`config.mk`:
```
export PLATFORM = sky130hd
export DESIGN_NAME = epc_ctrl
export DESIGN_NICKNAME = d
export VERILOG_FILES = /design/src/epc_pkg.sv /design/src/epc_timer_if.sv /design/src/epc_timer.sv /design/src/epc_ctrl.sv
export SDC_FILE = /design/constraint.sdc
export NUM_CORES = 1
export LEC_CHECK = 0
export BUFFER_PORTS_ARGS = -buffer_cell sky130_fd_sc_hd__buf_2
export CAP_MARGIN = 20
export CELL_PAD_IN_SITES_DETAIL_PLACEMENT = 0
export CELL_PAD_IN_SITES_GLOBAL_PLACEMENT = 1
export CORE_ASPECT_RATIO = 1.2
export CORE_MARGIN = 1.5
export CORE_UTILIZATION = 25
export DETAILED_ROUTE_END_ITERATION = 8
export HOLD_SLACK_MARGIN = 0.12
export PLACE_DENSITY_LB_ADDON = 0.1
export SLEW_MARGIN = 20
export SYNTH_ARGS = -nofsm -noshare
export SYNTH_HDL_FRONTEND = slang
export SYNTH_SLANG_ARGS = --single-unit
export TNS_END_PERCENT = 1
```
`constraint.sdc`:
```
create_clock -name i_clk -period 3.1 [get_ports i_clk]
set_input_delay 0.155 -clock i_clk [delete_from_list [all_inputs] [get_ports i_clk]]
set_output_delay 0.155 -clock i_clk [all_outputs]
set_load 0.005 [all_outputs]
```
`src/epc_pkg.sv`:
```
// Purpose: constants and types for the eprom mode and program controller
// Assumes: 250 MHz system clock
// Notes:   times kept in their own unit, cycle counts derived from them except SETUP_CYC
package epc_pkg;

   localparam int CLK_MHZ             = 250;
   localparam int ADDR_W              = 10;
   localparam int DATA_W              = 8;

   // read timing, ns
   localparam int ACCESS_NS           = 450;
   localparam int GATE_NS             = 120;
   localparam int GATE_LAG_NS         = 330;
   localparam int FLOAT_NS            = 100;
   localparam int ACCESS_CYC          = (ACCESS_NS * CLK_MHZ + 999) / 1000;
   localparam int GATE_CYC            = (GATE_NS * CLK_MHZ + 999) / 1000;
   localparam int GATE_LAG_CYC        = (GATE_LAG_NS * CLK_MHZ) / 1000;
   localparam int PRE_GATE_CYC        = ACCESS_CYC - GATE_CYC;
   localparam int FLOAT_CYC           = (FLOAT_NS * CLK_MHZ + 999) / 1000;

   // program pulse, ms
   localparam int PULSE_MS            = 50;
   localparam int PULSE_MAX_MS        = 55;
   localparam int PULSE_CYC           = PULSE_MS * CLK_MHZ * 1000;
   localparam int PULSE_MAX_CYC       = PULSE_MAX_MS * CLK_MHZ * 1000;
   localparam int SETUP_CYC           = 2;

   // reset values of the pins
   localparam logic RST_SEL_N         = 1'b1;
   localparam logic RST_GATE_N        = 1'b1;
   localparam logic RST_PROG_SUPPLY   = 1'b0;

   typedef enum logic [1:0] {
      EPC_OP_READ,
      EPC_OP_PROGRAM,
      EPC_OP_VERIFY
   } epc_op_t;

endpackage : epc_pkg

```
`src/epc_timer_if.sv`:
```
// Purpose: carrier between the controller and its cycle timer
// Assumes: one clock domain
// Notes:   load starts a count, done pulses when it expires
`timescale 1ns/100ps
interface epc_timer_if;
   logic        load;
   logic [31:0] count;
   logic        done;
   logic        busy;
   modport ctrl  (output load, output count, input done, input busy);
   modport timer (input load, input count, output done, output busy);
endinterface : epc_timer_if

```
`src/epc_timer.sv`:
```
// Purpose: down counter that times pin phases
// Assumes: count of at least one
// Notes:   done is a one-cycle pulse
`timescale 1ns/100ps
module epc_timer (
   // clock and reset
   input  wire logic  i_clk,
   input  wire logic  i_rst_n,
   // control
   epc_timer_if.timer tif
);
   logic [31:0] cnt_reg;
   logic        done_reg;

   always_ff @(posedge i_clk or negedge i_rst_n) begin
      if (!i_rst_n) begin
         cnt_reg  <= 32'h0000_0000;
         done_reg <= 1'b0;
      end else if (tif.load) begin
         cnt_reg  <= tif.count;
         done_reg <= 1'b0;
      end else begin
         done_reg <= (cnt_reg == 32'h0000_0001);
         if (cnt_reg != 32'h0000_0000) cnt_reg <= cnt_reg - 32'h0000_0001;
      end
   end

   assign tif.done = done_reg;
   assign tif.busy = (cnt_reg != 32'h0000_0000);

   a_done_once: assert property (@(posedge i_clk) disable iff (!i_rst_n)
      tif.done |=> !tif.done) else $error("timer done longer than one cycle");
endmodule : epc_timer

```
`src/epc_ctrl.sv`:
```
// Purpose: host side controller driving a 1K x 8 uv eprom by its pins
// Assumes: user requests on the same clock; eprom data returns asynchronously
// Notes:   supply select high means programming level

`timescale 1ns/100ps

// Behaviour
// - five modes chosen by four control pins
// - programming supply high in program, verify
// - supply at normal level otherwise
// - select reference held low always
// - gate may lag select bounded time; gate falls 84 cycles (336 ns) after select, over GATE_LAG_CYC of 82
// - select high gives standby
// - host gates only one device's outputs
// - program mode: supply high, gate high
// - address and byte presented before pulse
// - one high pulse of nominal length
// - pulse never exceeds maximum width
// - one pulse per programmed location
// - select low with supply high inhibits
// - parallel devices may share one pulse
// - verify read allowed with supply high
module epc_ctrl #(
   parameter int PULSE_CYCLES = epc_pkg::PULSE_CYC,
   parameter int PULSE_LIMIT  = epc_pkg::PULSE_MAX_CYC
) (
   // clock and reset
   input  wire logic                        i_clk,
   input  wire logic                        i_rst_n,
   // user request
   input  wire logic                        i_req,
   input  wire epc_pkg::epc_op_t            i_op,
   input  wire logic [epc_pkg::ADDR_W-1:0]  i_addr,
   input  wire logic [epc_pkg::DATA_W-1:0]  i_wdata,
   output logic                             o_busy,
   output logic                             o_done,
   output logic [epc_pkg::DATA_W-1:0]       o_rdata,
   output logic                             o_mismatch,
   // eprom pins
   output logic [epc_pkg::ADDR_W-1:0]       o_addr,
   input  wire logic [epc_pkg::DATA_W-1:0]  i_data,
   output logic [epc_pkg::DATA_W-1:0]       o_data,
   output logic                             o_data_oe,
   output logic                             o_chip_select_program_n,
   output logic                             o_gate_n,
   output logic                             o_select_reference,
   output logic                             o_prog_supply_high
);
   if (PULSE_CYCLES < 2 || PULSE_CYCLES > PULSE_LIMIT) begin : g_bad_pulse
      $error("pulse length outside the allowed width");
   end

   typedef enum logic [2:0] {
      ST_IDLE, ST_SELECT, ST_GATE, ST_FLOAT, ST_SETUP, ST_PULSE, ST_HOLD
   } epc_state_t;

   ////////////////////////////////////////////////////////////////////////
   // reset release and input sync
   logic [1:0]                  rst_sync_reg;
   logic                        rst_n;
   logic [epc_pkg::DATA_W-1:0]  din_s1_reg;
   logic [epc_pkg::DATA_W-1:0]  din_s2_reg;

   always_ff @(posedge i_clk or negedge i_rst_n) begin
      if (!i_rst_n) rst_sync_reg <= 2'b00;
      else          rst_sync_reg <= {rst_sync_reg[0], 1'b1};
   end
   assign rst_n = rst_sync_reg[1];

   always_ff @(posedge i_clk or negedge rst_n) begin
      if (!rst_n) begin
         din_s1_reg <= 8'h00;
         din_s2_reg <= 8'h00;
      end else begin
         din_s1_reg <= i_data;
         din_s2_reg <= din_s1_reg;
      end
   end

   ////////////////////////////////////////////////////////////////////////
   // timer
   epc_timer_if tif ();
   epc_timer u_timer (
      .i_clk   (i_clk),
      .i_rst_n (rst_n),
      .tif     (tif)
   );

   ////////////////////////////////////////////////////////////////////////
   // state
   epc_state_t                  state_reg, state_next;
   epc_pkg::epc_op_t            op_reg;
   logic [epc_pkg::ADDR_W-1:0]  addr_reg;
   logic [epc_pkg::DATA_W-1:0]  wdata_reg;
   logic [epc_pkg::DATA_W-1:0]  rdata_reg;
   logic                        sel_n_reg, gate_n_reg, supply_reg, oe_reg;
   logic                        busy_reg, done_reg, mismatch_reg;

   wire take      = (state_reg == ST_IDLE) && i_req;
   wire is_prog   = (op_reg == epc_pkg::EPC_OP_PROGRAM);
   wire is_verify = (op_reg == epc_pkg::EPC_OP_VERIFY);
   wire supply_want = take ? (i_op != epc_pkg::EPC_OP_READ) :
                      (state_next == ST_FLOAT || state_next == ST_IDLE) ? 1'b0 : supply_reg;
   wire bad_bits  = |(~din_s2_reg & wdata_reg) | |(din_s2_reg & ~wdata_reg);

   always_comb begin
      state_next = state_reg;
      tif.load   = 1'b0;
      tif.count  = 32'h0000_0001;
      case (state_reg)
         ST_IDLE: begin
            if (i_req) begin
               tif.load = 1'b1;
               if (i_op == epc_pkg::EPC_OP_PROGRAM) begin
                  tif.count  = 32'(epc_pkg::SETUP_CYC);
                  state_next = ST_SETUP;
               end else begin
                  // select and address settle before gate
                  tif.count  = 32'(epc_pkg::PRE_GATE_CYC);
                  state_next = ST_SELECT;
               end
            end
         end
         ST_SELECT: begin
            if (tif.done) begin
               tif.load   = 1'b1;
               tif.count  = 32'(epc_pkg::GATE_CYC + 2);
               state_next = ST_GATE;
            end
         end
         ST_GATE: begin
            if (tif.done) begin
               tif.load   = 1'b1;
               tif.count  = 32'(epc_pkg::FLOAT_CYC);
               state_next = ST_FLOAT;
            end
         end
         ST_FLOAT:  if (tif.done) state_next = ST_IDLE;
         ST_SETUP: begin
            if (tif.done) begin
               tif.load   = 1'b1;
               // timer stays one cycle beyond its count
               tif.count  = 32'(PULSE_CYCLES - 1);
               state_next = ST_PULSE;
            end
         end
         ST_PULSE: begin
            if (tif.done) begin
               tif.load   = 1'b1;
               tif.count  = 32'(epc_pkg::SETUP_CYC);
               state_next = ST_HOLD;
            end
         end
         ST_HOLD:   if (tif.done) state_next = ST_IDLE;
         default:   state_next = ST_IDLE;
      endcase
   end

   always_ff @(posedge i_clk or negedge rst_n) begin
      if (!rst_n) begin
         state_reg    <= ST_IDLE;
         op_reg       <= epc_pkg::EPC_OP_READ;
         addr_reg     <= 10'h000;
         wdata_reg    <= 8'hFF;
         rdata_reg    <= 8'hFF;
         sel_n_reg    <= epc_pkg::RST_SEL_N;
         gate_n_reg   <= epc_pkg::RST_GATE_N;
         supply_reg   <= epc_pkg::RST_PROG_SUPPLY;
         oe_reg       <= 1'b0;
         busy_reg     <= 1'b0;
         done_reg     <= 1'b0;
         mismatch_reg <= 1'b0;
      end else begin
         state_reg <= state_next;
         done_reg  <= 1'b0;
         if (take) begin
            op_reg    <= i_op;
            addr_reg  <= i_addr;
            wdata_reg <= i_wdata;
            busy_reg  <= 1'b1;
         end
         supply_reg <= supply_want;
         case (state_next)
            ST_IDLE: begin
               sel_n_reg  <= 1'b1;
               gate_n_reg <= 1'b1;
               oe_reg     <= 1'b0;
            end
            ST_SELECT: begin
               sel_n_reg  <= 1'b0;
               gate_n_reg <= 1'b1;
               oe_reg     <= 1'b0;
            end
            ST_GATE: gate_n_reg <= 1'b0;
            ST_FLOAT: begin
               gate_n_reg <= 1'b1;
               sel_n_reg  <= 1'b1;
            end
            // gate high, byte driven, select low
            ST_SETUP: begin
               sel_n_reg  <= 1'b0;
               gate_n_reg <= 1'b1;
               oe_reg     <= 1'b1;
            end
            ST_PULSE: sel_n_reg <= 1'b1;
            ST_HOLD:  sel_n_reg <= 1'b0;
            default:  sel_n_reg <= 1'b1;
         endcase
         if (state_reg == ST_GATE && tif.done) begin
            rdata_reg    <= din_s2_reg;
            mismatch_reg <= is_verify && bad_bits;
         end
         if (state_reg != ST_IDLE && state_next == ST_IDLE) begin
            busy_reg <= 1'b0;
            done_reg <= 1'b1;
            if (!is_verify) mismatch_reg <= 1'b0;
         end
      end
   end

   assign o_select_reference      = 1'b0;
   assign o_busy                  = busy_reg;
   assign o_done                  = done_reg;
   assign o_rdata                 = rdata_reg;
   assign o_mismatch              = mismatch_reg;
   assign o_addr                  = addr_reg;
   assign o_data                  = wdata_reg;
   assign o_data_oe               = oe_reg;
   assign o_chip_select_program_n = sel_n_reg;
   assign o_gate_n                = gate_n_reg;
   assign o_prog_supply_high      = supply_reg;

   ////////////////////////////////////////////////////////////////////////
   // checks
   logic [31:0] pulse_len_reg;
   always_ff @(posedge i_clk or negedge rst_n) begin
      if (!rst_n)                              pulse_len_reg <= 32'h0000_0000;
      else if (state_reg == ST_PULSE && sel_n_reg) pulse_len_reg <= pulse_len_reg + 32'h1;
      else                                     pulse_len_reg <= 32'h0000_0000;
   end

   a_pulse_max_width: assert property (@(posedge i_clk) disable iff (!rst_n)
      pulse_len_reg <= 32'(PULSE_LIMIT)) else $error("program pulse too long");
   a_pulse_supply_high: assert property (@(posedge i_clk) disable iff (!rst_n)
      (state_reg == ST_PULSE) |-> o_prog_supply_high) else $error("pulse at normal supply");
   a_pulse_gate_high: assert property (@(posedge i_clk) disable iff (!rst_n)
      (state_reg == ST_PULSE) |-> o_gate_n && o_data_oe) else $error("pulse with gate low");
   a_read_supply_low: assert property (@(posedge i_clk) disable iff (!rst_n)
      (state_reg == ST_GATE && op_reg == epc_pkg::EPC_OP_READ) |-> !o_prog_supply_high)
      else $error("read at program supply");
   a_no_contention: assert property (@(posedge i_clk) disable iff (!rst_n)
      !(o_data_oe && !o_gate_n)) else $error("data driven while gated");
   a_ref_low: assert property (@(posedge i_clk) disable iff (!rst_n)
      !o_select_reference) else $error("select reference high");
   a_gate_after_select: assert property (@(posedge i_clk) disable iff (!rst_n)
      $fell(o_gate_n) |-> !o_chip_select_program_n && $past(!o_chip_select_program_n, 2))
      else $error("gate before select settled");
   a_float_wait: assert property (@(posedge i_clk) disable iff (!rst_n)
      $rose(o_gate_n) |-> !o_done [*2]) else $error("done before float time");
   a_idle_standby: assert property (@(posedge i_clk) disable iff (!rst_n)
      (state_reg == ST_IDLE && !o_busy) |-> o_chip_select_program_n)
      else $error("select low while idle");
   a_setup_before_pulse: assert property (@(posedge i_clk) disable iff (!rst_n)
      $rose(o_chip_select_program_n) && o_data_oe |-> $past(o_data_oe, 2))
      else $error("byte not set up before pulse");

   // select and gate low time counters
   logic [31:0] sel_low_reg;
   logic [31:0] gate_low_reg;
   always_ff @(posedge i_clk or negedge rst_n) begin
      if (!rst_n) begin
         sel_low_reg  <= 32'h0000_0000;
         gate_low_reg <= 32'h0000_0000;
      end else begin
         sel_low_reg  <= sel_n_reg ? 32'h0000_0000 : sel_low_reg + 32'h0000_0001;
         gate_low_reg <= gate_n_reg ? 32'h0000_0000 : gate_low_reg + 32'h0000_0001;
      end
   end

   a_standby_supply_low: assert property (@(posedge i_clk) disable iff (!rst_n)
      (o_chip_select_program_n && !o_data_oe) |-> !o_prog_supply_high)
      else $error("standby at program supply");
   a_pulse_nominal_width: assert property (@(posedge i_clk) disable iff (!rst_n)
      (state_reg == ST_HOLD && $past(state_reg) == ST_PULSE)
      |-> pulse_len_reg == 32'(PULSE_CYCLES)) else $error("program pulse not nominal");
   a_supply_before_pulse: assert property (@(posedge i_clk) disable iff (!rst_n)
      $rose(o_chip_select_program_n) && o_data_oe |-> $past(o_prog_supply_high))
      else $error("supply not raised before pulse");
   a_select_settled: assert property (@(posedge i_clk) disable iff (!rst_n)
      $fell(o_gate_n) |-> sel_low_reg >= 32'(epc_pkg::PRE_GATE_CYC))
      else $error("gate lowered before select settled");
   a_gate_long_enough: assert property (@(posedge i_clk) disable iff (!rst_n)
      (state_reg == ST_GATE && tif.done) |-> gate_low_reg >= 32'(epc_pkg::GATE_CYC))
      else $error("data taken before gate delay");
endmodule : epc_ctrl

```
### Yosys cells after proc, flatten, opt, wreduce, memory -nomap -nowiden

Cells that the tools add are included.

| word-level totals | value |
|---|---|
| bits in registers | 89 |
| input port bits | 31 |
| output and inout bits | 34 |
| logic and storage cells | 91 |

| operators by class | value |
|---|---|
| add/subtract/negate cells | 1 |
| equal/unequal tests | 14 |
| mux-type cells | 32 |
| bitwise gates (word level) | 5 |
| reduce and logical (&&, ||, !) cells | 22 |

Operators with widths:

| operator | number |
|---|---|
| $pmux 24 s5 | 1 |
| $mux 32 | 2 |
| $eq 32x1->1 const B | 1 |
| $reduce_bool 32->1 | 1 |
| $sub 32x1->32 const B | 1 |
| $mux 24 | 1 |
| $mux 3 | 7 |
| $pmux 3 s6 | 1 |
| $and 8x8->8 | 2 |
| $not 8->8 | 2 |
| $reduce_or 8->1 | 2 |
| $eq 3x3->1 const B | 5 |
| $mux 7 | 2 |
| $eq 3x2->1 const B | 4 |
| $reduce_bool 2->1 | 6 |
| $mux 1 | 11 |
| $pmux 1 s2 | 4 |
| $reduce_or 4->1 | 2 |
| $eq 3x1->1 const B | 2 |
| $logic_not 3->1 | 2 |
| $mux 6 | 1 |
| $mux 5 | 1 |
| $logic_and 1x1->1 | 4 |
| $reduce_or 2->1 | 2 |
| 7 further kinds | 7 |

### Depth between registers and ports, before layout

| logic depth | value |
|---|---|
| word-level depth | 8 |
| depth in mapped cells | 9 |
| depth with buffers taken out | 7 |

### Hierarchy

From an unflattened synthesis, not the netlist that was laid out.

| unflattened totals | value |
|---|---|
| cells, all modules | 429 |
| area, all modules | 4,302.9 µm² |

Modules (own cells, without submodules):

| module | times used | cells an instance | area each (µm²) | seq. area each (µm²) |
|---|---|---|---|---|
| epc_ctrl | 1 | 220 | 2,262.2 | 1,423.9 |
| epc_timer | 1 | 209 | 2,040.7 | 825.8 |

### Worst setup path before layout

Ideal clock, no wire load.

| path | value |
|---|---|
| path kind | register to register |
| start point | register u_timer.cnt_reg[0] |
| end point | register u_timer.cnt_reg[23] |
| library setup time | 0.141 ns |
| data arrival time | 2.147 ns |
| required time | 2.959 ns |
| setup slack | 0.812 ns |
| cell stages (with the launch flop) | 10 |
| path buffers | 2 |
| period minus slack after synthesis | 2.288 ns |
| path through | dfrtp_1 > inv_1 > ha_1 > nor3b_1 > and2_1 > clkbuf_1 > nand4_4 > nor2_4 > buf_2 > a31oi_1 |

| between the ends | value |
|---|---|
| longest elaborated chain between the ends | 3 |
| elaborated cells between the ends (all ways) | 5 |
| classes of those cells | 1 x add/sub; 2 x mux; 2 x reduce/logical |

Ends and longest elaborated chain:

| what | line | source |
|---|---|---|
| start: declaration | epc_timer.sv:12 | `logic [31:0] cnt_reg;` |
| start signal: assignment | epc_timer.sv:20 | `cnt_reg <= tif.count;` |
| start signal: assignment | epc_timer.sv:24 | `if (cnt_reg != 32'h0000_0000) cnt_reg <= cnt_reg - 32'h0000_0001;` |
| $sub 32x1->32 | epc_timer.sv:24 |  |
| $mux 32 | epc_timer.sv:24 |  |
| $mux 32 | epc_timer.sv:19 | `end else if (tif.load) begin` |

Several ways; a longest one is shown, not always the timed one. The select of a mux whose other input is x is not followed.
A chain may end at the register's enable or synchronous reset.

### Final worst setup path

| path | value |
|---|---|
| start point | register state_reg[0] |
| end point | register u_timer.cnt_reg[19] |

| between the ends | value |
|---|---|
| longest elaborated chain between the ends | 4 |
| elaborated cells between the ends (all ways) | 10 |
| classes of those cells | 4 x eq/ne; 3 x mux; 3 x reduce/logical |

Ends and longest elaborated chain:

| what | line | source |
|---|---|---|
| start: declaration | epc_ctrl.sv:91 | `epc_state_t state_reg, state_next;` |
| start signal: assignment | epc_ctrl.sv:174 | `state_reg <= state_next;` |
| $eq 3x2->1 (tied with other cells) | epc_ctrl.sv:110 | `case (state_reg)` |
| $reduce_or 4->1 (no source line) | - |  |
| $pmux 1 s2 | epc_ctrl.sv:110 |  |
| $mux 32 or $reduce_bool 2->1 (tied branches) | - |  |

Several ways; a longest one is shown, not always the timed one.

==> summary.md <==
| Metric | Value |
|---|---|
| Status | finished clean |
| Setup-failing EPs final | 0 |
| Synthesized cell area | 0.00420 mm2 |
| Average size of a mapped cell | 11.3 um2 |
| CTS Root Cell | clkbuf_16 |
| GR Overflow Total | 0 |
| ANT cells | 0 |
| Ys async rst share | 1.00 |
| Worst-margin pin slew | roughly 0.78 ns |
| Min-delay src | i_req |
| Post-route DRC | 0 |
| H-tree depth | 3 |
| Number of buffers created by CTS | 9 |
| Slew headroom | 0.482 |
| Reg2Reg Depth | 5 |
| Die W | approximately 120 um |
| Critical setup path kind | flip-flop to flip-flop |
| Final clock skew | 0.00741 ns |
| Footprint of the multi-input gates | 0.00188 mm2 |
| Total Wirelength | roughly 11000 um |
| Critical Path Fanout Max | 14 |
| Area Growth Syn to Fin | 30.2% |
| CTS sink count | 89 |
| Critical Path Sink Type | flip-flop |
| Post-synthesis sequential area ratio | 0.536 |
| EDFF count, synth | 0 |
| FMAX | 417 MHz |
| Number of antenna violations at the first check in global routing | 0 |
| I/O pin cnt | between 60 and 70 |
| Final hold violation count | 0 |
| Syn Nets | 405 |
| Total power | 2.77 mW |
| MaxCap Viol Count | 0 |
| NumNets Final | between 500 and 600 |
| Pwr Density | 507 mW/mm2 |
| Clk_lat worst skew | 0.35 ns |
| Routed Antenna Nets | 0 |
| Slew Viols, Final | 0 |
| R2r startpoint | state_reg[0] |
| Vias/cell | 4.64 |
| Layout cells sized above 1 | 0.343 |
| R2R Setup Slk | 0.70 ns |
| CTS tree | built |
| Crit path cell chain | or2_1, a211o_1, buf_4, or4_1, a31oi_1 |
| Tcrit/Tclk final | 0.774 |
| RSZ-0062 raised after global routing | false |
| Die Y | 145 um |
| Flip-flop and latch count after synthesis | a little under 90 |
| Fill cells | 1713 |
| Reg clk slew, reported paths | 0.07 ns |
| Placement Rows | 51 |
| Gr usage total | 0.130 |
| Largest net degree at the start of global routing | 55 |
| Post-synth cell types | 64 |
| Crit-path max cell delay | 0.57 ns |
| Initial core utilization | 0.257 |
| Worst Hold Class | input pin to flip-flop |
| Cts repair resizes | 0 |
| Placer Congestion | 0.706 |
| # port buffers | 63 |
| Final min period | 2.40 ns |
| FF+latch area | ~0.0023 mm2 |
| DRT Pass-1 Iters | 4 |
| Via count | roughly 3200 |
| CP arrival | 2.67 ns |
| Lkg Pwr | 2.38 nW |
| Cells on Worst Hold Path | 4 |
| Global-route wire length before repair | 17600 um |
| Post-Syn Instances | approximately 370 |
| Setup TNS | 0 ns |
| Max reg flops | 32 |
| Worst Hold Path EP | o_chip_select_program_n |
| Critical Path Source Type | flip-flop |
| Max IR drop VDD | 0.000231 V |
| Post-DP HPWL | 7370 um |
| Clock tree buffer depth | 2 |
| CP max stage cell | dfrtp_1 |
| Main synth FF type | dfrtp_1 |
| CORE AREA | between 0.015 and 0.02 mm2 |
| Initial drt markers | 96 |
| Die area | 0.0176 mm2 |
| Drt wl/cell | 15.3 um |
| Vias in the first global route | approximately 3300 |
| Yosys warns | 0 |
| R2R Path End | u_timer.cnt_reg[19] |
| Critical path required time | 3.36 ns |
area by class of cell:
class,count,share of cell area
clock inverters,7,0.0128
well taps,212,0.0485
multi-input cells,256,0.344
clock buffers,9,0.0412
inverters,10,0.00687
repair buffers,107,0.135
flip-flops and latches,89,0.412
layout by cell type (no fill, tap or decap), types with 10 or more instances in the layout:
cell,count
dfstp_2,18
nand3_1,13
a21oi_1,16
or3_1,12
buf_2,63
nor2_1,18
dfrtp_1,70
o21ai_0,17
xor2_1,13
nand2_1,29
mux2_2,27
buf_4,12
inv_1,10
dlygate4sd3_1,30
critical path: cells and delay by family (launching register included):
kind                   cells  cell delay (ns)
and+or+nand+nor            2             0.87
AOI/OAI and AO/OA          2             0.65
DFF                        1             0.57
buffers and inverters      1             0.23
metrics by stage:
stage          hold slack, ns  area [um2]  setup WS, ns  instances  utilization
6_report                0.186        5470         0.699        690        0.335
5_1_grt                 0.222        5470         0.550        690        0.335
4_1_cts                 0.181        5460         0.628        689        0.334
3_5_place_dp          -0.0587        4860         0.665        643        0.297
3_3_place_gp          -0.0603        4860         0.693        643        0.297
2_1_floorplan          -0.141        4200         0.469        372            -
routing by layer:
metal | vias to the layer above | global-route usage | share of wire
met3 | 10 | 0.0326 | 0.039
met5 | - | 0 | 0
met1 | 1574 | 0.159 | 0.44
li1 | 1563 | - | -
met2 | 58 | 0.213 | 0.50
met4 | 0 | 0.0582 | 0.020
worst max-delay path by stage:
stage,start,to,slack (ns),cells past startpoint
after global placement,state_reg[1],u_timer.cnt_reg[17],0.69,5
after detailed placement,state_reg[0],u_timer.cnt_reg[12],0.66,4
after floorplan,rst_sync_reg[1],din_s1_reg[0],0.47,0
after CTS,state_reg[0],u_timer.cnt_reg[19],0.63,4
final,state_reg[0],u_timer.cnt_reg[19],0.70,5
after global routing,state_reg[0],u_timer.cnt_reg[19],0.55,5
cell usage after synthesis, drive strengths merged (12+ instances only):
cell / number / share of area
nor2: 20 / 0.020
xor2: 13 / 0.027
clkbuf: 14 / 0.013
dfstp: 18 / 0.11
dfrtp: 71 / 0.42
mux2: 27 / 0.072
nor4: 13 / 0.029
or3: 12 / 0.018
nand3: 13 / 0.015
a21oi: 16 / 0.019
nand2: 29 / 0.026
o21ai: 18 / 0.021
where the power goes:
part	internal, mW	total, mW	switching [mW]
sequential	1.26	1.38	0.125
combinational	0.165	0.301	0.135
clock	0.569	1.09	0.520
cell families (layout without fill, tap and decap cells):
group / Yosys count / after routing / synth area share
AND/OR/NAND/NOR: 131 / 131 / 0.194
flip-flops: 89 / 89 / 0.536
AO/OA/AOI/OAI: 72 / 72 / 0.118
multiplexers: 31 / 31 / 0.0819
buffers and inverters: 27 / 133 / 0.0256
XOR/XNOR: 18 / 18 / 0.0375
adder cells (fa/ha/maj): 2 / 2 / 0.00596
other: 2 / 2 / 0.00179
what timing repair did:
item,in CTS,in global routing
hold buffers,30,0
endpoints found under the hold margin,31,0
endpoints found under the setup margin,0,0
buffers inserted,0,0
Note: power is estimated with default switching activity, not from simulation.
